`src/ccpsp_pkg.sv`:
```
// package: offsets, reset values and carriers of the pwm generator
`default_nettype none
package ccpsp_pkg;
  localparam int unsigned N_TMR = 3;
  // register byte offsets
  localparam logic [7:0] OFF_CTRL = 8'h00;
  localparam logic [7:0] OFF_TSEL_LO = 8'h04;
  localparam logic [7:0] OFF_TSEL_HI = 8'h08;
  localparam logic [7:0] OFF_DUTY_WR = 8'h0c;
  localparam logic [7:0] OFF_DUTY_BUF = 8'h10;
  localparam logic [7:0] OFF_PIN_DIR = 8'h14;
  localparam logic [7:0] OFF_MISC = 8'h18;
  // timer i sits at TMR_BASE + i * 16
  localparam logic [7:0] TMR_BASE = 8'h20;
  localparam logic [3:0] TMR_PRD = 4'h0;
  localparam logic [3:0] TMR_CON = 4'h4;
  localparam logic [3:0] TMR_CNT = 4'h8;
  // reset values
  localparam logic [7:0] RST_CTRL = 8'h00;
  localparam logic [1:0] RST_TSEL = 2'h0;
  localparam logic [7:0] RST_DUTY = 8'h00;
  localparam logic [9:0] RST_DUTY_BUF = 10'h000;
  localparam logic [7:0] RST_PRD = 8'hff;
  localparam logic [7:0] RST_TCON = 8'h00;
  localparam logic [7:0] RST_CNT = 8'h00;
  localparam logic [3:0] RST_PIN_DIR = 4'hf;
  localparam logic [3:0] RST_STEER = 4'h1;
  // fields
  localparam logic [1:0] CM_PWM = 2'h3;
  localparam int unsigned TCON_RUN = 2;
  localparam int unsigned MISC_SLEEP = 0;
  localparam logic [1:0] PS_1 = 2'h0;
  localparam logic [1:0] PS_4 = 2'h1;
  // one timer step is one instruction cycle of four clocks times prescale
  localparam int unsigned INSTR_CLKS = 4;
  localparam logic [5:0] LAST_PS1 = 6'(INSTR_CLKS * 1 - 1);
  localparam logic [5:0] LAST_PS4 = 6'(INSTR_CLKS * 4 - 1);
  localparam logic [5:0] LAST_PS16 = 6'(INSTR_CLKS * 16 - 1);
  localparam logic [1:0] RESP_OKAY = 2'h0;
  localparam logic [1:0] RESP_SLVERR = 2'h2;

  typedef enum logic [1:0] {
    OM_SINGLE = 2'b00,
    OM_FWD = 2'b01,
    OM_HALF = 2'b10,
    OM_REV = 2'b11
  } ccpsp_omode_t;

  typedef struct packed {
    logic run;
    logic freeze;
    logic [1:0] presc;
    logic [7:0] period;
    logic wr_cnt;
    logic [7:0] wr_val;
  } ccpsp_tcfg_t;

  typedef struct packed {
    logic [7:0] cnt;
    logic [9:0] tbase;
    logic wrap;
  } ccpsp_tstat_t;

  typedef struct packed {
    logic [5:0] pc;
    ccpsp_tstat_t st;
  } ccpsp_tmr_t;
endpackage
`default_nettype wire

```
`src/ccpsp_timer.sv`:
```
// module: one 8-bit period timer with prescaler and 10-bit time base
`default_nettype none
module ccpsp_timer (
  // clock and reset
  input wire logic aclk,
  input wire logic aresetn,
  // configuration and state
  input wire ccpsp_pkg::ccpsp_tcfg_t cfg,
  output ccpsp_pkg::ccpsp_tstat_t stat
);
  import ccpsp_pkg::*;

  ccpsp_tmr_t q, d;
  logic [5:0] last;

  assign stat = q.st;

  always_comb begin
    d = q;
    // a wrap that meets sleep waits for wake-up rather than being lost
    if (!cfg.freeze || cfg.wr_cnt) begin
      d.st.wrap = 1'b0;
    end
    case (cfg.presc)
      PS_1: last = LAST_PS1;
      PS_4: last = LAST_PS4;
      default: last = LAST_PS16;
    endcase
    if (cfg.wr_cnt) begin
      d.st.cnt = cfg.wr_val;
      d.pc = 6'h00;
    end else if (cfg.run && !cfg.freeze) begin
      if (q.pc >= last) begin
        d.pc = 6'h00;
        if (q.st.cnt == cfg.period) begin
          d.st.cnt = RST_CNT;
          d.st.wrap = 1'b1;
        end else begin
          d.st.cnt = q.st.cnt + 8'h01;
        end
      end else begin
        d.pc = q.pc + 6'h01;
      end
    end
    // low bits: clock phase at 1:1, upper prescaler bits otherwise
    case (cfg.presc)
      PS_1: d.st.tbase = {d.st.cnt, d.pc[1:0]};
      PS_4: d.st.tbase = {d.st.cnt, d.pc[3:2]};
      default: d.st.tbase = {d.st.cnt, d.pc[5:4]};
    endcase
  end

  always_ff @(posedge aclk) begin
    if (!aresetn) begin
      q <= '0;
    end else begin
      q <= d;
    end
  end
endmodule
`default_nettype wire

```
`src/ccpsp_pwm.sv`:
```
// module: standard and enhanced pwm channel with an axi4-lite register slave
// Operation
// - Period time base comes from one of three 8-bit timers, picked by 2-bit select.
// - Period is (period value + 1) times four clocks times prescale.
// - After count equals period: clear timer, set pin unless 0%, load duty.
// - Timer postscaler has no effect on pwm period.
// - Duty is 10 bits: 8 high bits in a register, 2 low in control.
// - Duty may be written anytime; takes effect only at period end.
// - Buffered duty-high register is read-only while pwm runs.
// - Duty double-buffered: buffer register plus hidden 2-bit latch.
// - Time base is timer count plus clock phase or prescaler bits.
// - Pin clears when time base equals buffered duty.
// - Duty longer than period leaves the pin set all period.
// - Resolution is log2 of 4 times (period + 1), ten bits max.
// - Prescale selectable as 1, 4 or 16.
// - Sleep stops the timer and freezes state; outputs hold their level.
// - Reset makes pins inputs and returns registers to reset values.
// - Zero in the whole control register releases the pins.
// - Up to four pins in four output modes, picked by 2-bit field.
// - Pin polarity chosen through the channel mode field.
// - First enable waits for a new period before any waveform.
// - Pins unused by the mode stay free for other functions.
// - Half-bridge: waveform on first pin, complement on second.
// - Full-bridge forward: first active, fourth modulated, others inactive.
//
// The placing of the registers and the AXI4-Lite slave port were left to the implementer.
`default_nettype none
module ccpsp_pwm #(
  parameter int unsigned ADDR_W = 8
) (
  // clock and reset
  input wire logic aclk,
  input wire logic aresetn,
  // axi4-lite write
  input wire logic [ADDR_W-1:0] awaddr,
  input wire logic awvalid,
  output logic awready,
  input wire logic [31:0] wdata,
  input wire logic [3:0] wstrb,
  input wire logic wvalid,
  output logic wready,
  output logic [1:0] bresp,
  output logic bvalid,
  input wire logic bready,
  // axi4-lite read
  input wire logic [ADDR_W-1:0] araddr,
  input wire logic arvalid,
  output logic arready,
  output logic [31:0] rdata,
  output logic [1:0] rresp,
  output logic rvalid,
  input wire logic rready,
  // output pins a..d, enable high while driven
  output logic [3:0] pwm_out,
  output logic [3:0] pwm_oe
);
  import ccpsp_pkg::*;

  typedef struct packed {
    logic awready;
    logic wready;
    logic bvalid;
    logic [1:0] bresp;
    logic arready;
    logic rvalid;
    logic [1:0] rresp;
    logic [31:0] rdata;
    logic aw_have;
    logic [7:0] aw_addr;
    logic w_have;
    logic [7:0] w_data;
    logic w_en;
    logic [7:0] ctrl;
    logic [1:0] tsel;
    logic [7:0] duty_hi;
    logic [9:0] duty_buf;
    logic [3:0] pin_dir;
    logic [3:0] steer;
    logic sleep;
    logic active;
    logic lvl;
    logic [3:0] pin;
    logic [3:0] oe;
    logic [N_TMR-1:0][7:0] prd;
    logic [N_TMR-1:0][7:0] tcon;
  } ccpsp_regs_t;

  ccpsp_regs_t q, d;
  ccpsp_tcfg_t tcfg [N_TMR];
  ccpsp_tstat_t tstat [N_TMR];
  ccpsp_tstat_t ts;
  logic pwm_on;
  logic do_wr;
  logic [7:0] t_off;
  logic t_hit;
  logic [1:0] t_idx;
  logic [9:0] nxt_duty;
  logic [3:0] lg;
  logic [3:0] used;
  logic [7:0] ra;
  logic [7:0] rv;
  logic rerr;

  genvar gi;
  generate
    for (gi = 0; gi < N_TMR; gi++) begin : g_tmr
      ccpsp_timer u_tmr (
        .aclk(aclk),
        .aresetn(aresetn),
        .cfg(tcfg[gi]),
        .stat(tstat[gi])
      );
    end
  endgenerate

  assign awready = q.awready;
  assign wready = q.wready;
  assign bvalid = q.bvalid;
  assign bresp = q.bresp;
  assign arready = q.arready;
  assign rvalid = q.rvalid;
  assign rresp = q.rresp;
  assign rdata = q.rdata;
  assign pwm_out = q.pin;
  assign pwm_oe = q.oe;

  always_comb begin
    d = q;
    pwm_on = q.ctrl[3:2] == CM_PWM;
    do_wr = q.aw_have && q.w_have && !q.bvalid;
    t_off = q.aw_addr - TMR_BASE;
    t_idx = t_off[5:4];
    t_hit = q.aw_addr >= TMR_BASE && t_off[7:6] == 2'h0 && 32'(t_idx) < N_TMR;
    nxt_duty = {q.duty_hi, q.ctrl[5:4]};
    lg = 4'h0;
    used = 4'h0;
    ra = araddr[7:0];
    rv = 8'h00;
    rerr = 1'b0;
    ts = '0;
    // select 3 names no timer, so the channel never starts a period
    if (32'(q.tsel) < N_TMR) begin
      ts = tstat[q.tsel];
    end
    for (int i = 0; i < N_TMR; i++) begin
      tcfg[i].run = q.tcon[i][TCON_RUN];
      tcfg[i].freeze = q.sleep;
      tcfg[i].presc = q.tcon[i][1:0];
      tcfg[i].period = q.prd[i];
      tcfg[i].wr_cnt = do_wr && q.w_en && t_hit && t_idx == 2'(i) && t_off[3:0] == TMR_CNT;
      tcfg[i].wr_val = q.w_data;
    end

    // write address and data are taken in either order
    if (awvalid && q.awready) begin
      d.aw_have = 1'b1;
      d.aw_addr = awaddr[7:0];
    end
    if (wvalid && q.wready) begin
      d.w_have = 1'b1;
      d.w_data = wdata[7:0];
      d.w_en = wstrb[0];
    end
    if (q.bvalid && bready) begin
      d.bvalid = 1'b0;
    end
    if (do_wr) begin
      d.aw_have = 1'b0;
      d.w_have = 1'b0;
      d.bvalid = 1'b1;
      d.bresp = RESP_OKAY;
      if (q.aw_addr == OFF_CTRL) begin
        if (q.w_en) begin
          d.ctrl = q.w_data;
        end
      end else if (q.aw_addr == OFF_TSEL_LO) begin
        if (q.w_en) begin
          d.tsel = q.w_data[1:0];
        end
      end else if (q.aw_addr == OFF_TSEL_HI) begin
        d.bresp = RESP_OKAY;
      end else if (q.aw_addr == OFF_DUTY_WR) begin
        if (q.w_en) begin
          d.duty_hi = q.w_data;
        end
      end else if (q.aw_addr == OFF_DUTY_BUF) begin
        if (q.w_en && !pwm_on) begin
          d.duty_buf[9:2] = q.w_data;
        end
      end else if (q.aw_addr == OFF_PIN_DIR) begin
        if (q.w_en) begin
          d.pin_dir = q.w_data[3:0];
        end
      end else if (q.aw_addr == OFF_MISC) begin
        if (q.w_en) begin
          d.sleep = q.w_data[MISC_SLEEP];
          d.steer = q.w_data[7:4];
        end
      end else if (t_hit && t_off[3:0] == TMR_PRD) begin
        if (q.w_en) begin
          d.prd[t_idx] = q.w_data;
        end
      end else if (t_hit && t_off[3:0] == TMR_CON) begin
        if (q.w_en) begin
          d.tcon[t_idx] = {1'b0, q.w_data[6:0]};
        end
      end else if (t_hit && t_off[3:0] == TMR_CNT) begin
        d.bresp = RESP_OKAY;
      end else begin
        d.bresp = RESP_SLVERR;
      end
    end

    // read side: one beat, answer registered on the same edge that takes the address
    if (q.rvalid && rready) begin
      d.rvalid = 1'b0;
    end
    if (arvalid && q.arready) begin
      if (ra == OFF_CTRL) begin
        rv = q.ctrl;
      end else if (ra == OFF_TSEL_LO) begin
        rv = {6'h00, q.tsel};
      end else if (ra == OFF_TSEL_HI) begin
        rv = 8'h00;
      end else if (ra == OFF_DUTY_WR) begin
        rv = q.duty_hi;
      end else if (ra == OFF_DUTY_BUF) begin
        rv = q.duty_buf[9:2];
      end else if (ra == OFF_PIN_DIR) begin
        rv = {4'h0, q.pin_dir};
      end else if (ra == OFF_MISC) begin
        rv = {q.steer, 3'h0, q.sleep};
      end else if (ra >= TMR_BASE && ra < TMR_BASE + 8'(N_TMR * 16)) begin
        // postscale bits are kept for software only, never used here
        case (ra[3:0])
          TMR_PRD: rv = q.prd[2'(ra[5:4] - 2'h2)];
          TMR_CON: rv = q.tcon[2'(ra[5:4] - 2'h2)];
          TMR_CNT: rv = tstat[2'(ra[5:4] - 2'h2)].cnt;
          default: rerr = 1'b1;
        endcase
      end else begin
        rerr = 1'b1;
      end
      d.rvalid = 1'b1;
      d.rdata = {24'h000000, rv};
      d.rresp = rerr ? RESP_SLVERR : RESP_OKAY;
    end

    // waveform; sleep freezes all of it so pins hold their level
    if (!q.sleep) begin
      if (!pwm_on) begin
        d.active = 1'b0;
        d.lvl = 1'b0;
      end else if (ts.wrap) begin
        d.duty_buf = nxt_duty;
        d.active = 1'b1;
        d.lvl = nxt_duty != 10'h000;
      end else if (q.active && ts.tbase == q.duty_buf) begin
        // a duty above the period never matches, so the pin stays set
        d.lvl = 1'b0;
      end
      // logical levels before polarity, held inactive until first period
      case (ccpsp_omode_t'(q.ctrl[7:6]))
        OM_SINGLE: begin
          lg = {4{d.lvl}};
          used = q.steer;
        end
        OM_HALF: begin
          lg = {2'b00, ~d.lvl, d.lvl};
          used = 4'b0011;
        end
        OM_FWD: begin
          lg = {d.lvl, 2'b00, 1'b1};
          used = 4'b1111;
        end
        default: begin
          lg = {1'b0, 1'b1, d.lvl, 1'b0};
          used = 4'b1111;
        end
      endcase
      if (!d.active) begin
        lg = 4'h0;
      end
      // mode bit 1 inverts a and c, bit 0 inverts b and d
      d.pin = lg ^ {q.ctrl[0], q.ctrl[1], q.ctrl[0], q.ctrl[1]};
      d.oe = used & ~q.pin_dir & {4{pwm_on}};
    end
    d.awready = !d.aw_have && !d.bvalid;
    d.wready = !d.w_have && !d.bvalid;
    d.arready = !d.rvalid;
  end

  always_ff @(posedge aclk) begin
    if (!aresetn) begin
      q <= '0;
      q.ctrl <= RST_CTRL;
      q.tsel <= RST_TSEL;
      q.duty_hi <= RST_DUTY;
      q.duty_buf <= RST_DUTY_BUF;
      q.pin_dir <= RST_PIN_DIR;
      q.steer <= RST_STEER;
      q.prd <= {N_TMR{RST_PRD}};
      q.tcon <= {N_TMR{RST_TCON}};
    end else begin
      q <= d;
    end
  end
endmodule
`default_nettype wire

```
`config.mk`:
```
export PLATFORM = sky130hd
export DESIGN_NAME = ccpsp_pwm
export DESIGN_NICKNAME = d
export VERILOG_FILES = /design/src/ccpsp_pkg.sv /design/src/ccpsp_timer.sv /design/src/ccpsp_pwm.sv
export SDC_FILE = /design/constraint.sdc
export NUM_CORES = 1
export LEC_CHECK = 0
export BUFFER_PORTS_ARGS = -buffer_cell sky130_fd_sc_hd__buf_4
export CORE_UTILIZATION = 50
export DETAILED_ROUTE_END_ITERATION = 16
export PLACE_DENSITY_LB_ADDON = 0.12
export SETUP_SLACK_MARGIN = 0.05
export SYNTH_ARGS = -nofsm -noshare
export SYNTH_HDL_FRONTEND = slang
export SYNTH_SLANG_ARGS = --single-unit
```
`constraint.sdc`:
```
create_clock -name aclk -period 2.51 [get_ports aclk]
set_clock_uncertainty 0.1 [all_clocks]
set_input_delay 0.251 -clock aclk [delete_from_list [all_inputs] [get_ports aclk]]
set_output_delay 0.251 -clock aclk [all_outputs]
set_load 0.05 [all_outputs]
```
# Word-level counts from Yosys, hierarchy flattened
# Cells that the tools add are included.
# W data, S select, Z words.
[word_totals] out_inout_bits=49 inputBits=59 regBits=206
[classes] addsub=8 n_eq_ne=28 order_cmp=13 n_mux=109 reduce_logical=59 bitwise_logic=16
[op_table] op="$mux W8" count=24
[op_table] op="$mux W14" count=6
[op_table] op="$bmux W19 S2" count=2
[op_table] op="$bwmux W24" count=2
[op_table] op="$eq A8 B5 Y1 const B" count=6
[op_table] op="$mux W10" count=4
[op_table] op="$mux W19" count=2
[op_table] op="$pmux W6 S2" count=3
[op_table] op="$mux W35" count=1
[op_table] op="$mux W11" count=3
[op_table] op="$bmux W8 S2" count=2
[op_table] op="$eq A8 B4 Y1 const B" count=4
[op_table] op="$mux W1" count=32
[op_table] op="$logic_and A1 B1 Y1" count=29
[op_table] op="$mux W2" count=13
[op_table] op="$add A8 B1 Y8 const B" count=3
[op_table] op="$eq A8 B8 Y1" count=3
[op_table] op="$pmux W8 S3" count=1
[op_table] op="$add A6 B1 Y6 const B" count=3
[op_table] op="$ge A6 B6 Y1" count=3
[op_table] op="$mux W6" count=3
[op_table] op="$demux W8 S2" count=1
[op_table] op="$eq A8 B3 Y1 const B" count=2
[op_table] op="$ge A8 B6 Y1 const B" count=2
[op_table] op="37 further kinds" count=79

# Logic depth before layout (Yosys ltp)
[depth] word_depth=18 depth_mapped=12 mapped_depth_nobuf=9

# Modules after synthesis
# A second synthesis with hierarchy kept.
[hier_totals] cells_unflattened=1227 area_unflattened_um2=10566.4
[modules_own_cells] mod="ccpsp_pwm" seq_area_each_um2=2522.4 area_each_um2=6921.6 n_inst=1 cells_each=809
[modules_own_cells] mod="ccpsp_timer at g_tmr[2].u_tmr" seq_area_each_um2=340.3 area_each_um2=1244.9 n_inst=1 cells_each=138
[modules_own_cells] mod="ccpsp_timer at g_tmr[0].u_tmr" seq_area_each_um2=340.3 area_each_um2=1207.4 n_inst=1 cells_each=140
[modules_own_cells] mod="ccpsp_timer at g_tmr[1].u_tmr" seq_area_each_um2=340.3 area_each_um2=1192.4 n_inst=1 cells_each=140

# Worst setup path before layout
# OpenSTA, ideal clock, no wires.
[synth_path] path_type="reg-to-reg" from="register q[110] (netlist bit)" to="register q[33] (netlist bit)" slack_ps=0 n_path_buf=1 setup_time_ps=129 period_less_slack_ps=2510 arrival_ps=2281 stages_incl_launch_ff=11 t_required_ps=2281 path_cell_list="dfxtp_1 > clkbuf_1 > inv_1 > ha_1 > xnor2_1 > and2_1 > o21ai_0 > nand2b_1 > nor2_1 > mux2i_1 > nand2_1"
[synth_between] elab_chain_len=6 elab_cells_between_ends=28
[synth_rtl] element="start, declared" line="ccpsp_pwm.sv:88" text="ccpsp_regs_t q, d;"
[synth_rtl] element="$sub A8 B6 Y8" line="ccpsp_pwm.sv:131" text="t_off = q.aw_addr - TMR_BASE;"
[synth_rtl] element="$lt A2 B3 Y1 (not written as such) (tied with other cells)" line="ccpsp_pwm.sv:201" text="d.prd[t_idx] = q.w_data;"
[synth_rtl] element="$logic_and A1 B1 Y1, on equally long branches" line="ccpsp_pwm.sv:201, ccpsp_pwm.sv:133"
[synth_rtl] element="$mux W8 (not written as such) / $logic_and A1 B1 Y1 (equally long branches)" line="ccpsp_pwm.sv:201, ccpsp_pwm.sv:133"
[synth_rtl] element="$demux W8 S2 / $logic_and A1 B1 Y1 (equally long branches)" line="ccpsp_pwm.sv:201, ccpsp_pwm.sv:199"
[synth_rtl] element="$bwmux W24 / $reduce_and A10 Y1 (equally long branches)"
# Several ways; a longest one is shown, not always the timed one.
# A chain may end at the register's enable or synchronous reset.

# Worst setup path after layout
[layout_path] from="register q[86] (netlist bit)" to="register q (netlist bit pwm_out[1])"
[layout_between] elab_chain_len=16 elab_cells_between_ends=18
[layout_rtl] element="$not A2 Y3 (not written as such)" line="ccpsp_pwm.sv:143" text="ts = tstat[q.tsel];"
[layout_rtl] element="$bmux W19 S2" line="ccpsp_pwm.sv:143"
[layout_rtl] element="$mux W11 (not written as such) (2 in a row)" line="ccpsp_pwm.sv:143"
[layout_rtl] element="$mux W11 (*)" line="ccpsp_pwm.sv:142" text="if (32'(q.tsel) < N_TMR) begin"
[layout_rtl] element="$eq A10 B10 Y1" line="ccpsp_pwm.sv:258" text="end else if (q.active && ts.tbase == q.duty_buf) begin"
[layout_rtl] element="$logic_and A1 B1 Y1" line="ccpsp_pwm.sv:258"
[layout_rtl] element="$mux W1" line="ccpsp_pwm.sv:258"
[layout_rtl] element="$mux W1" line="ccpsp_pwm.sv:254" text="end else if (ts.wrap) begin"
[layout_rtl] element="$mux W2 (*)" line="ccpsp_pwm.sv:251" text="if (!pwm_on) begin"
[layout_rtl] element="$mux W2 (*)" line="ccpsp_pwm.sv:250" text="if (!q.sleep) begin"
[layout_rtl] element="$not A1 Y1" line="ccpsp_pwm.sv:269" text="lg = {2'b00, ~d.lvl, d.lvl};"
[layout_rtl] element="$pmux W4 S3" line="ccpsp_pwm.sv:263" text="case (ccpsp_omode_t'(q.ctrl[7:6]))"
[layout_rtl] element="$mux W4 (*)" line="ccpsp_pwm.sv:281" text="if (!d.active) begin"
[layout_rtl] element="$mux W4 (*)" line="ccpsp_pwm.sv:250"
[layout_rtl] element="$xor A4 B4 Y4 (*)" line="ccpsp_pwm.sv:285" text="d.pin = lg ^ {q.ctrl[0], q.ctrl[1], q.ctrl[0], q.ctrl[1]};"
# Every way passes the cells marked *; elsewhere a longest branch is shown, timed or not. The select of a mux whose other input is x is not followed.

==> impl_metrics.env <==
export IMPL_outcome="finished clean"
export IMPL_clk_pin_slew_ns=0.07
export IMPL_grt_total_usage_pct=29.0
export IMPL_synthCells=1154
export IMPL_total_power_mw=6.20
export IMPL_ys_flop_type="dfxtp_1"
export IMPL_drc=0
export IMPL_nets=1340
export IMPL_setup_viol=0
export IMPL_rsz0062_at_grt="yes"
export IMPL_clock_latency_ns=0.43
export IMPL_cts_sinks=177
export IMPL_period_share_pct=97.2
export IMPL_synth_area_sq_um=9820
export IMPL_grt_pass1_vias=8188
export IMPL_cts_buffers=17
export IMPL_diodes=0
export IMPL_final_cells=1535
export IMPL_dp_cells=1478
export IMPL_fp_row_count=50
export IMPL_drv_slew=0
export IMPL_clockPowerShare_pct=46.0
export IMPL_drtAntennaViolNets=0
export IMPL_timing_worst_setup_path_type="reg -> reg"
export IMPL_synth_warnings=0
export IMPL_final_common_cell="dfxtp_1"
export IMPL_cp_end_kind="flip-flop"
export IMPL_dpl_hpwl_microns=20600
export IMPL_hold_ws_ns=0.0112
export IMPL_async_flop_share_pct=0
export IMPL_maxSlewHeadroom_pct=43.7
export IMPL_root_buffer="clkbuf_16"
export IMPL_p_int_mw=4.61
export IMPL_hold_class="in -> reg"
export IMPL_min_period_ns=2.44
export IMPL_dieWidth_microns=142
export IMPL_crit_path_start_kind="flip-flop"
export IMPL_synth_edf_count=0
export IMPL_fp_dieH_microns=142
export IMPL_route_detailed_wl_per_inst_microns=18.8
export IMPL_grt_overflow_total=0
export IMPL_worst_slack_ns=0.0714
export IMPL_swShare_pct=25.6
export IMPL_dr_pass1_iters=5
export IMPL_ys_seq_area_share_pct=36.1
export IMPL_htree_levels=4
export IMPL_dp_slack_ns=-0.0863
export IMPL_tightest_slew_ns=0.844
export IMPL_fin_area_sq_um=11800
export IMPL_cts_tree="yes"
export IMPL_cts_max_path_buffers=2
export IMPL_drive_gt1_share_pct=19.5
export IMPL_die_area_sq_um=20200
export IMPL_most_common_layout_cells="174 x dfxtp_1, 147 x buf_4, 146 x nor2_1"
export IMPL_core_area_sq_um=19000
export IMPL_syn_mean_instance_area_sq_um=8.51
export IMPL_seqPwrFrac_pct=46.6
export IMPL_cp_max_fo=5
export IMPL_post_dp_cell_area_sq_um=10800
export IMPL_drv_cap=0
export IMPL_io_buffer_count=54
export IMPL_p_leak_nw=4.84
export IMPL_grt_pass1_wl_microns=44900
export IMPL_globalplace_congestion=0.935
export IMPL_switchingPower_mw=1.59
export IMPL_power_frac_comb_pct=7.5
export IMPL_cp_required_ns=2.74
export IMPL_ys_types=74
export IMPL_start_util_pct=51.8
export IMPL_critPathArrivalTime_ns=2.66
export IMPL_vias_per_cell=5.81
export IMPL_hold_violations=0
export IMPL_ios=108
export IMPL_synthToLayoutAreaGrowth_pct=20.5
export IMPL_synth_seq_cells=177
export IMPL_vias=8912
export IMPL_grt_max_degree=62
export IMPL_antenna_found_initial=0
export IMPL_power_density_nw_per_um2=524
export IMPL_fmax_ghz=0.410
export IMPL_first_iter_violations=752
export IMPL_ir_worst_vdd_mv=0.449
export IMPL_wl_microns=28800
export IMPL_fillers=1672
-- path summary, 6_finish.rpt --
check / startpoint / to / slack [ns] / cells past startpoint
hold / removal: bready / bvalid / 0.01 / 3
setup reg to reg: q[86] / pwm_out[1] / 0.07 / 11
hold reg to reg: rresp[1] / rresp[1] / 0.36 / 2
setup / recovery: q[86] / pwm_out[1] / 0.07 / 11
-- flip-flops by register name, indices dropped and copies added, names as in the netlist, 4 cells and up --
name	flops
q	93
pwm_oe	4
nxt_duty	10
g_tmr.u_tmr.q	18
pwm_out	4
g_tmr.u_tmr.stat	33
rdata	8
-- stage by stage --
stage | TNS [ns] | utilization, %
3_3_place_gp | -0.147 | 56.7
2_1_floorplan | -0.00188 | -
4_1_cts | 0 | 61.5
3_5_place_dp | -0.156 | 56.7
5_1_grt | -0.0519 | 62.4
6_report | 0 | 62.4
-- power by group through the flow --
stage	Clock [mW]	Sequential (mW)	Combinational (mW)
5_1_grt	3.00	2.89	0.494
3_3_place_gp	0	2.95	0.432
2_1_floorplan	0	2.94	0.337
4_1_cts	2.88	2.89	0.457
6_report	2.85	2.89	0.463
3_5_place_dp	0	2.95	0.433
-- cells in the mapped netlist (all sizes together), types with 3 or more instances --
cell	instances	area, sq um
nand3b	13	97.6
a21oi	55	275
xor2	10	87.6
a22o	7	61.3
a211oi	15	118
o31ai	3	22.5
a31oi	21	131
mux2	6	67.6
clkbuf	54	203
o221ai	6	52.6
or4	4	33.8
nor2	147	552
o21ai	52	260
and3	20	125
nand2b	16	100
xnor2	37	324
nor2b	19	119
or3b	3	26.3
nand3	17	85.1
a311oi	4	35.0
a221oi	12	105
nor3b	3	22.5
and2	9	56.3
nor3	19	105
a21o	11	82.6
buf	56	417
o211a	5	50.1
nand4	12	75.1
mux2i	121	1210
inv	14	52.6
o21ba	3	30.0
dfxtp	177	3540
ha	19	238
o22ai	13	93.8
nand2	112	420
nor4	10	114
a22oi	14	119
-- cell families (layout without fill, tap and decap cells) --
group | count (synthesis) | after routing | share of synthesized area (%)
AND/OR/NAND/NOR | 417 | 417 | 20.8
AO/OA/AOI/OAI | 241 | 241 | 16.6
flip-flops | 177 | 177 | 36.1
multiplexers | 127 | 127 | 13.0
buffers and inverters | 125 | 221 | 6.88
XOR/XNOR | 47 | 47 | 4.19
adder cells (fa/ha/maj) | 19 | 19 | 2.42
other | 1 | 26 | 0.0382
-- routing by layer --
layer	vias up	part of all wire [%]	global-route usage [%]
li1	4273	-	-
met4	0	2.9	11.3
met3	50	6.2	5.15
met5	-	0	0
met2	329	44	44.7
met1	4260	47	40.2
-- critical path: stages (launching register included) --
cell,delay (ns)
dfxtp_2,0.35
buf_6,0.12
buf_12,0.11
buf_6,0.11
mux2i_2,0.21
xor2_1,0.22
a21oi_2,0.10
nor4_4,0.33
buf_4,0.22
nand3_2,0.09
a311oi_2,0.30
nor3_2,0.07
-- area by class of cell --
cell class	count	area [sq um]	area share, %
multi-input cells	877	5870	49.6
flip-flops and latches	177	3550	30.0
clock buffers	18	439	3.71
repair buffers	173	1390	11.8
inverters	15	60.1	0.508
repair inverters	1	5.00	0.0423
well taps	260	325	2.75
clock inverters	14	190	1.61
-- repair_timing --
item | 4_1_cts | 5_1_grt
pin swaps | 5 | 12
hold buffers | 18 | 0
endpoints found under the hold margin | 18 | 0
setup buffers | 5 | 1
gates cloned | 0 | 1
endpoints found under the setup margin | 5 | 42
resized for setup | 9 | 35
Note: power is estimated with default switching activity, not from simulation.
